`src/rtl/tx_fault_supervisor_consts.vh`:
```
// Constants for the transmitter fault supervisor.
// Assumes inclusion by bare name from files under rtl/.
`ifndef TX_FAULT_SUPERVISOR_CONSTS_VH
`define TX_FAULT_SUPERVISOR_CONSTS_VH

// Converter codes: full scale 4095. Defaults chosen for a 7.0 V / 4.0 A span.
`define OV_LIMIT_RST 12'he86
`define OC_LIMIT_RST 12'h7ff
`define TEMP_LIMIT_RST 12'hc00
`define TEMP_CLEAR_RST 12'ha00
`define ADC_BITS 12
`define CH_VIN 4'h0
`define CH_ISENSE 4'h1
`define CH_REFERENCE 4'h8
`define CH_DIE_TEMP 4'h9
// Ping interval 10 ms, startup window 100 us, buzzer 100 ms.
`define PING_NS 10000000
`define STARTUP_NS 100000
`define BUZZ_NS 100000000
`define CLK_NS 8
`define LEVEL_BITS 8
`define LEVEL_RST 8'h40

`endif

```
`src/rtl/adc_sequencer.v`:
```
// Scans the converter multiplexer over supply, current, reference and die
// temperature, and holds the last result of each.
// Assumes a converter that answers each start with one done pulse.
`include "tx_fault_supervisor_consts.vh"

module adc_sequencer (
    input wire i_mclk,
    input wire i_sys_rst,
    input wire i_adc_done,
    input wire [`ADC_BITS-1:0] i_adc_data,
    output reg o_adc_start,
    output reg [3:0] o_adc_channel,
    output reg [`ADC_BITS-1:0] o_vin_code,
    output reg [`ADC_BITS-1:0] o_isense_code,
    output reg [`ADC_BITS-1:0] o_reference_channel,
    output reg [`ADC_BITS-1:0] o_die_temp_channel,
    output reg o_vin_valid,
    output reg o_isense_valid,
    output reg o_temp_valid
);
    reg [1:0] slot_reg;
    reg busy_reg;

    always @(posedge i_mclk) begin
        if (i_sys_rst) begin
            slot_reg <= 2'h0;
            busy_reg <= 1'b0;
            o_adc_start <= 1'b0;
            o_adc_channel <= `CH_VIN;
            o_vin_code <= 12'h000;
            o_isense_code <= 12'h000;
            o_reference_channel <= 12'h000;
            o_die_temp_channel <= 12'h000;
            o_vin_valid <= 1'b0;
            o_isense_valid <= 1'b0;
            o_temp_valid <= 1'b0;
        end else begin
            o_adc_start <= 1'b0;
            o_vin_valid <= 1'b0;
            o_isense_valid <= 1'b0;
            o_temp_valid <= 1'b0;
            if (!busy_reg) begin
                busy_reg <= 1'b1;
                o_adc_start <= 1'b1;
                case (slot_reg)
                    2'h0: o_adc_channel <= `CH_VIN;
                    2'h1: o_adc_channel <= `CH_ISENSE;
                    2'h2: o_adc_channel <= `CH_REFERENCE;
                    default: o_adc_channel <= `CH_DIE_TEMP;
                endcase
            end else if (i_adc_done) begin
                busy_reg <= 1'b0;
                slot_reg <= slot_reg + 2'h1;
                case (slot_reg)
                    2'h0: begin
                        o_vin_code <= i_adc_data;
                        o_vin_valid <= 1'b1;
                    end
                    2'h1: begin
                        o_isense_code <= i_adc_data;
                        o_isense_valid <= 1'b1;
                    end
                    2'h2: o_reference_channel <= i_adc_data;
                    default: begin
                        o_die_temp_channel <= i_adc_data;
                        o_temp_valid <= 1'b1;
                    end
                endcase
            end
        end
    end
endmodule // adc_sequencer

```
`src/rtl/tx_fault_supervisor.v`:
```
// Fault supervisor and power-state sequencer of the transmitter.
// Assumes a 12-bit converter behind a multiplexer, a detector that reports
// ping results, and a demodulator giving one pulse per receiver request.
// How it works
// - Supply over-voltage checked only in startup window.
// - Sense current compared against limit every sample.
// - Both limits are programmable inputs, not constants.
// - Over-current stops power and latches fault.
// - Over-current latch clears by replacement or reset.
// - Startup over-voltage blocks operation until power cycle.
// - Over-temperature shuts power down until cooled.
// - Idle state sleeps and pings periodically.
// - Negotiation then transfer only after valid detection.
// - Receiver up/down/hold requests adjust power level.
// - Buzzer pulses when transfer link is established.
// - Channel eight reference, nine die temperature.
`include "tx_fault_supervisor_consts.vh"

module tx_fault_supervisor #(
    parameter PING_CYCLES = (`PING_NS + `CLK_NS - 1) / `CLK_NS,
    parameter STARTUP_CYCLES = (`STARTUP_NS + `CLK_NS - 1) / `CLK_NS,
    parameter BUZZ_CYCLES = `BUZZ_NS / `CLK_NS
) (
    input wire i_mclk,
    input wire i_sys_rst,
    input wire [`ADC_BITS-1:0] i_ov_limit,
    input wire [`ADC_BITS-1:0] i_oc_limit,
    input wire i_adc_done,
    input wire [`ADC_BITS-1:0] i_adc_data,
    input wire i_detect_done,
    input wire i_detect_valid,
    input wire i_negotiate_done,
    input wire i_negotiate_fail,
    input wire i_req_valid,
    input wire [1:0] i_req_code,
    output wire o_adc_start,
    output wire [3:0] o_adc_channel,
    output reg o_ping,
    output reg o_power_enable,
    output reg [`LEVEL_BITS-1:0] o_power_level,
    output reg o_sleep,
    output reg o_link_up,
    output reg o_buzzer,
    output reg o_overvoltage_guard,
    output reg o_overcurrent_guard,
    output reg o_thermal_shutdown,
    output reg [2:0] o_state,
    output wire [`ADC_BITS-1:0] o_reference_channel,
    output wire [`ADC_BITS-1:0] o_die_temp_channel
);
    localparam [2:0] ST_STARTUP = 3'h0;
    localparam [2:0] ST_SLEEP = 3'h1;
    localparam [2:0] ST_PING = 3'h2;
    localparam [2:0] ST_NEGOTIATE = 3'h3;
    localparam [2:0] ST_TRANSFER = 3'h4;
    localparam [2:0] ST_HALT = 3'h5;
    localparam [1:0] REQ_HOLD = 2'h0;
    localparam [1:0] REQ_UP = 2'h1;
    localparam [1:0] REQ_DOWN = 2'h2;

    wire [`ADC_BITS-1:0] vin_code;
    wire [`ADC_BITS-1:0] isense_code;
    wire vin_valid;
    wire isense_valid;
    wire temp_valid;
    wire over_current;
    wire over_temp;
    wire cool;
    reg [31:0] timer_reg;
    reg [31:0] buzz_reg;
    reg missed_reg;

    adc_sequencer u_adc (
        .i_mclk(i_mclk),
        .i_sys_rst(i_sys_rst),
        .i_adc_done(i_adc_done),
        .i_adc_data(i_adc_data),
        .o_adc_start(o_adc_start),
        .o_adc_channel(o_adc_channel),
        .o_vin_code(vin_code),
        .o_isense_code(isense_code),
        .o_reference_channel(o_reference_channel),
        .o_die_temp_channel(o_die_temp_channel),
        .o_vin_valid(vin_valid),
        .o_isense_valid(isense_valid),
        .o_temp_valid(temp_valid)
    );

    // The current limit comes from the surrounding configuration, so it can be tuned; the temperature limits are fixed constants.
    assign over_current = isense_valid && (isense_code > i_oc_limit);
    assign over_temp = temp_valid &&
        (o_die_temp_channel > `TEMP_LIMIT_RST);
    // Hysteresis keeps the stage from chattering around the trip point.
    assign cool = temp_valid && (o_die_temp_channel < `TEMP_CLEAR_RST);

    always @(posedge i_mclk) begin
        if (i_sys_rst) begin
            o_state <= ST_STARTUP;
            timer_reg <= 32'h0;
            buzz_reg <= 32'h0;
            missed_reg <= 1'b0;
            o_ping <= 1'b0;
            o_power_enable <= 1'b0;
            o_power_level <= `LEVEL_RST;
            o_sleep <= 1'b0;
            o_link_up <= 1'b0;
            o_buzzer <= 1'b0;
            o_overvoltage_guard <= 1'b0;
            o_overcurrent_guard <= 1'b0;
            o_thermal_shutdown <= 1'b0;
        end else begin
            o_ping <= 1'b0;
            if (buzz_reg != 32'h0) begin
                buzz_reg <= buzz_reg - 32'h1;
            end
            o_buzzer <= (buzz_reg > 32'h1);
            // Shutdown is chosen over self-reset so the fault stays visible.
            if (over_temp) begin
                o_thermal_shutdown <= 1'b1;
            end else if (cool) begin
                o_thermal_shutdown <= 1'b0;
            end
            case (o_state)
                ST_STARTUP: begin
                    // Supply is judged only inside this window, never later.
                    timer_reg <= timer_reg + 32'h1;
                    if (vin_valid && vin_code > i_ov_limit) begin
                        o_overvoltage_guard <= 1'b1;
                        o_state <= ST_HALT;
                    end else if (timer_reg >= STARTUP_CYCLES - 1) begin
                        timer_reg <= 32'h0;
                        o_state <= ST_SLEEP;
                        o_sleep <= 1'b1;
                    end
                end
                ST_SLEEP: begin
                    // Thermal trip parks the stage in sleep with no pings.
                    if (!o_thermal_shutdown) begin
                        timer_reg <= timer_reg + 32'h1;
                    end
                    if (timer_reg >= PING_CYCLES - 1) begin
                        timer_reg <= 32'h0;
                        o_ping <= 1'b1;
                        o_sleep <= 1'b0;
                        o_state <= ST_PING;
                    end
                end
                ST_PING: begin
                    if (i_detect_done) begin
                        if (i_detect_valid) begin
                            if (missed_reg) begin
                                o_overcurrent_guard <= 1'b0;
                            end
                            missed_reg <= 1'b0;
                            if (!o_overcurrent_guard || missed_reg) begin
                                o_state <= ST_NEGOTIATE;
                            end else begin
                                o_state <= ST_SLEEP;
                                o_sleep <= 1'b1;
                            end
                        end else begin
                            // A failed detection means the receiver was lifted
                            // away; the next valid one means it is back.
                            missed_reg <= 1'b1;
                            o_state <= ST_SLEEP;
                            o_sleep <= 1'b1;
                        end
                    end
                end
                ST_NEGOTIATE: begin
                    if (i_negotiate_fail) begin
                        o_state <= ST_SLEEP;
                        o_sleep <= 1'b1;
                    end else if (i_negotiate_done) begin
                        o_state <= ST_TRANSFER;
                        o_power_enable <= 1'b1;
                        o_power_level <= `LEVEL_RST;
                        o_link_up <= 1'b1;
                        buzz_reg <= BUZZ_CYCLES + 1;
                    end
                end
                ST_TRANSFER: begin
                    if (i_req_valid) begin
                        case (i_req_code)
                            REQ_UP: if (o_power_level != 8'hff)
                                o_power_level <= o_power_level + 8'h01;
                            REQ_DOWN: if (o_power_level != 8'h00)
                                o_power_level <= o_power_level - 8'h01;
                            // Hold and the spare code leave the level alone.
                            REQ_HOLD: o_power_level <= o_power_level;
                            default: o_power_level <= o_power_level;
                        endcase
                    end
                end
                // Only a power cycle, seen as reset, leaves the halt state.
                ST_HALT: o_state <= ST_HALT;
                default: o_state <= ST_SLEEP;
            endcase
            // In negotiate and transfer, protection overrides any sequencing decision made above.
            if (o_state == ST_TRANSFER || o_state == ST_NEGOTIATE) begin
                if (over_current || over_temp) begin
                    if (over_current) begin
                        o_overcurrent_guard <= 1'b1;
                    end
                    o_power_enable <= 1'b0;
                    o_link_up <= 1'b0;
                    o_state <= ST_SLEEP;
                    o_sleep <= 1'b1;
                    timer_reg <= 32'h0;
                    missed_reg <= 1'b0;
                    // A link cut while still negotiating was never
                    // established, so its pending buzz is dropped.
                    if (o_state == ST_NEGOTIATE) begin
                        buzz_reg <= 32'h0;
                    end
                end
            end
        end
    end
endmodule // tx_fault_supervisor

```
`config.mk`:
```
export PLATFORM = sky130hd
export DESIGN_NAME = tx_fault_supervisor
export DESIGN_NICKNAME = d
export VERILOG_FILES = /design/src/rtl/adc_sequencer.v /design/src/rtl/tx_fault_supervisor.v
export VERILOG_INCLUDE_DIRS = /design/src /design/src/rtl
export SDC_FILE = /design/constraint.sdc
export NUM_CORES = 1
export LEC_CHECK = 0
export ABC_CLOCK_PERIOD_IN_PS = 2700
export BUFFER_PORTS_ARGS = -buffer_cell sky130_fd_sc_hd__buf_2
export CORE_AREA = 4 4 150 152
export CTS_CLUSTER_SIZE = 8
export DETAILED_ROUTE_END_ITERATION = 8
export DIE_AREA = 0 0 154 156
export PLACE_DENSITY_LB_ADDON = 0.25
export SYNTH_ARGS = -nofsm -noshare
export SYNTH_HDL_FRONTEND = slang
export SYNTH_SLANG_ARGS = --single-unit
```
`constraint.sdc`:
```
create_clock -name i_mclk -period 2.7 [get_ports i_mclk]
set_clock_uncertainty 0.1 [all_clocks]
set_input_delay 0.27 -clock i_mclk [delete_from_list [all_inputs] [get_ports i_mclk]]
set_output_delay 0.27 -clock i_mclk [all_outputs]
set_load 0.005 [all_outputs]
```
==> flow_metrics.env <==
export IMPL_status="completed"
export IMPL_drc=0
export IMPL_first_global_vias=6403
export IMPL_die_h_um=156
export IMPL_place_inst=1312
export IMPL_drtIter0Drc=439
export IMPL_dieArea_um2=24000
export IMPL_design_area_um2=9050
export IMPL_worst_slack_ps=65.2
export IMPL_worst_ep_arrival_time_ps=2810
export IMPL_p_per_area_nw_per_um2=737
export IMPL_place_congestion=0.819
export IMPL_critPathMostFrequentCell="buf_4"
export IMPL_synth_area_leader_cell="dfxtp_1"
export IMPL_grt_usage=0.170
export IMPL_io_pins=94
export IMPL_clockRootBuffer="clkbuf_16"
export IMPL_start_util=0.347
export IMPL_grt_max_degree=53
export IMPL_relSlewSlack=0.615
export IMPL_area_growth_syn_to_layout_pct=24.0
export IMPL_vias=6927
export IMPL_fin_nets=1144
export IMPL_ys_types=62
export IMPL_cts_made_buffers=17
export IMPL_ant_nets=0
export IMPL_synthMostInstantiatedCell="nand2_1"
export IMPL_via_per_inst=5.14
export IMPL_r2r_setup_slack_ps=70
export IMPL_final_cells=1348
export IMPL_synthArstFlopShare=0
export IMPL_yosysSeqAreaShare=0.386
export IMPL_drive_gt1_frac=0.188
export IMPL_period_share=0.976
export IMPL_synth_top_area_frac=0.386
export IMPL_synthFlopType="dfxtp_1"
export IMPL_startpoint="timer_reg[18]"
export IMPL_cts_sinks=141
export IMPL_slowest_stage="or4_4"
export IMPL_hold_ws_ps=18.4
export IMPL_wire_per_inst_um=15.1
export IMPL_cts_tree="yes"
export IMPL_dp_hpwl_mm=15.0
export IMPL_yosys_top_cells_area="dfxtp_1 (39%), a21oi_1 (7.3%), nand2_1 (7.3%)"
export IMPL_cpPeakStageDelay_ps=540
export IMPL_clk_pin_slew_ps=60
export IMPL_post_route_min_period_ps=2630
export IMPL_yosys_top_cells_count="nand2_1 (142), dfxtp_1 (141), a21oi_1 (107)"
export IMPL_rr_worst_depth=7
export IMPL_reg2reg_to="o_state[0]"
export IMPL_power_total_mw=6.68
export IMPL_core_area_um2=21000
export IMPL_cts_buffer_depth=2
export IMPL_critPathRequiredTime_ps=2880
export IMPL_worstMarginPinSlew_ps=576
export IMPL_wirelength_mm=20.4
export IMPL_leakagePower_nw=3.75
export IMPL_cpLargestDelayFamily="simple AND/OR/NAND/NOR gates"
export IMPL_htree_levels=4
export IMPL_drv_cap=0
export IMPL_ys_ff_latch=141
export IMPL_utilization=0.431
export IMPL_peakVddDrop_mv=0.396
export IMPL_cp_cell_sequence="or4_4, or4_1, a311o_2, buf_4, buf_4, a2111oi_2, a21oi_1"
export IMPL_io_buffers=91
export IMPL_cp_end_kind="flop"
export IMPL_avgSynthCellArea_um2=7.80
export IMPL_antenna_found_initial=2
export IMPL_max_freq_mhz=380
export IMPL_path_buf_inv=2
export IMPL_worst_path_max_fanout=3
export IMPL_final_hold_violation_count=0
export IMPL_rr_startpoint="timer_reg[18]"
export IMPL_critical_path_endpoint="o_state[0]"
export IMPL_syn_area_um2=7300
export IMPL_drv_slew=0
export IMPL_synthCells=936
export IMPL_yosysWarningCount=0
export IMPL_grt_overflow=0
export IMPL_die_w_um=154
export IMPL_clk_latency_ps=430
export IMPL_path_class="flop to flop"
export IMPL_setup_violations=0
export IMPL_placed_area_um2=8350
export IMPL_fp_row_count=53
export IMPL_grt_pass1_wl_mm=33.3
export IMPL_hold_path_class="input pin to flop"
export IMPL_synth_edf_count=0
export IMPL_rsz0062_at_grt="yes"
export IMPL_fin_tns_setup_ps=0
export IMPL_post_place_ws_ps=-53.9
export IMPL_dr_pass1_iters=5
export IMPL_cp_start_kind="flop"
export IMPL_cp_depth=7
layout by cell type (no fill, tap or decap), types with 4 or more instances in the layout:
cell and count:
nor4_1 12, inv_1 50, nor3b_1 5, and3_1 13
clkbuf_16 17, a31oi_1 9, xor2_1 7, buf_4 49
nand4_1 18, and2_1 9, a211oi_1 5, a22oi_1 4
dfxtp_1 141, xnor2_1 27, a21o_1 4, o211ai_1 18
o21ai_0 35, a311oi_1 8, nand3_1 21, clkinvlp_4 4
buf_12 4, ha_1 37, a211o_1 4, or3_1 5
or4_1 5, buf_2 91, or2_2 5, nand2_1 142
a21oi_1 107, nor3_1 32, nor2_1 96, nand2b_1 9
nor2b_1 7
how the worst min path moves through the flow:
| stage | depth (start not counted) | slack (ps) | to | start |
|---|---|---|---|---|
| floorplan | 1 | 270 | missed_reg | i_detect_valid |
| global placement | 2 | 340 | u_adc.o_reference_channel[0] | u_adc.o_reference_channel[0] |
| detailed placement | 2 | 340 | u_adc.o_reference_channel[0] | u_adc.o_reference_channel[0] |
| CTS | 3 | 8 | u_adc.o_reference_channel[1] | i_adc_data[1] |
| global route | 3 | 20 | u_adc.o_reference_channel[1] | i_adc_data[1] |
| finish | 3 | 20 | u_adc.o_reference_channel[1] | i_adc_data[1] |
tightest hold or removal path, cell delays in order:
cell and delay, ps:
buf_2 130, nand2_1 60, a21oi_1 50
where the power goes:
| group | switching, mW | internal (mW) | total (mW) |
|---|---|---|---|
| clock network | 0.958 | 1.32 | 2.28 |
| registers | 0.220 | 2.34 | 2.56 |
| logic | 0.979 | 0.864 | 1.84 |
per-layer routing:
| metal | vias to the layer above | GRT usage | wire (um) |
|---|---|---|---|
| met1 | 3244 | 0.235 | 9970 |
| met5 | - | 0 | 0 |
| met3 | 15 | 0.0338 | 819 |
| met2 | 124 | 0.266 | 9390 |
| li1 | 3544 | - | - |
| met4 | 0 | 0.0559 | 235 |
timing repair:
| item | 4_1_cts | 5_1_grt |
|---|---|---|
| resized for setup | 1 | 22 |
| hold buffers | 1 | 0 |
| setup buffers | 0 | 2 |
| hold endpoints to repair | 1 | 0 |
| pin swaps | 2 | 7 |
| endpoints found under the setup margin | 12 | 32 |
layout make-up:
class,count,area [um^2]
clock buffer,19,453
sequential,141,2820
multi-input combinational,703,4200
fill,2149,12000
tap,275,344
timing repair buffer,146,928
inverter,50,188
clock inverter,12,114
antenna,2,5.00
logic make-up after synthesis:
logic type	Yosys count	share of synthesized area
and+or+nand+nor	397	0.255
AOI/OAI and AO/OA	229	0.195
DFF	141	0.387
buffers and inverters	93	0.0514
adders and majority gates	39	0.0678
xor gates and xnor gates	34	0.0408
muxes	2	0.00274
other	1	0.000513
(Power assumes the default switching activity.)
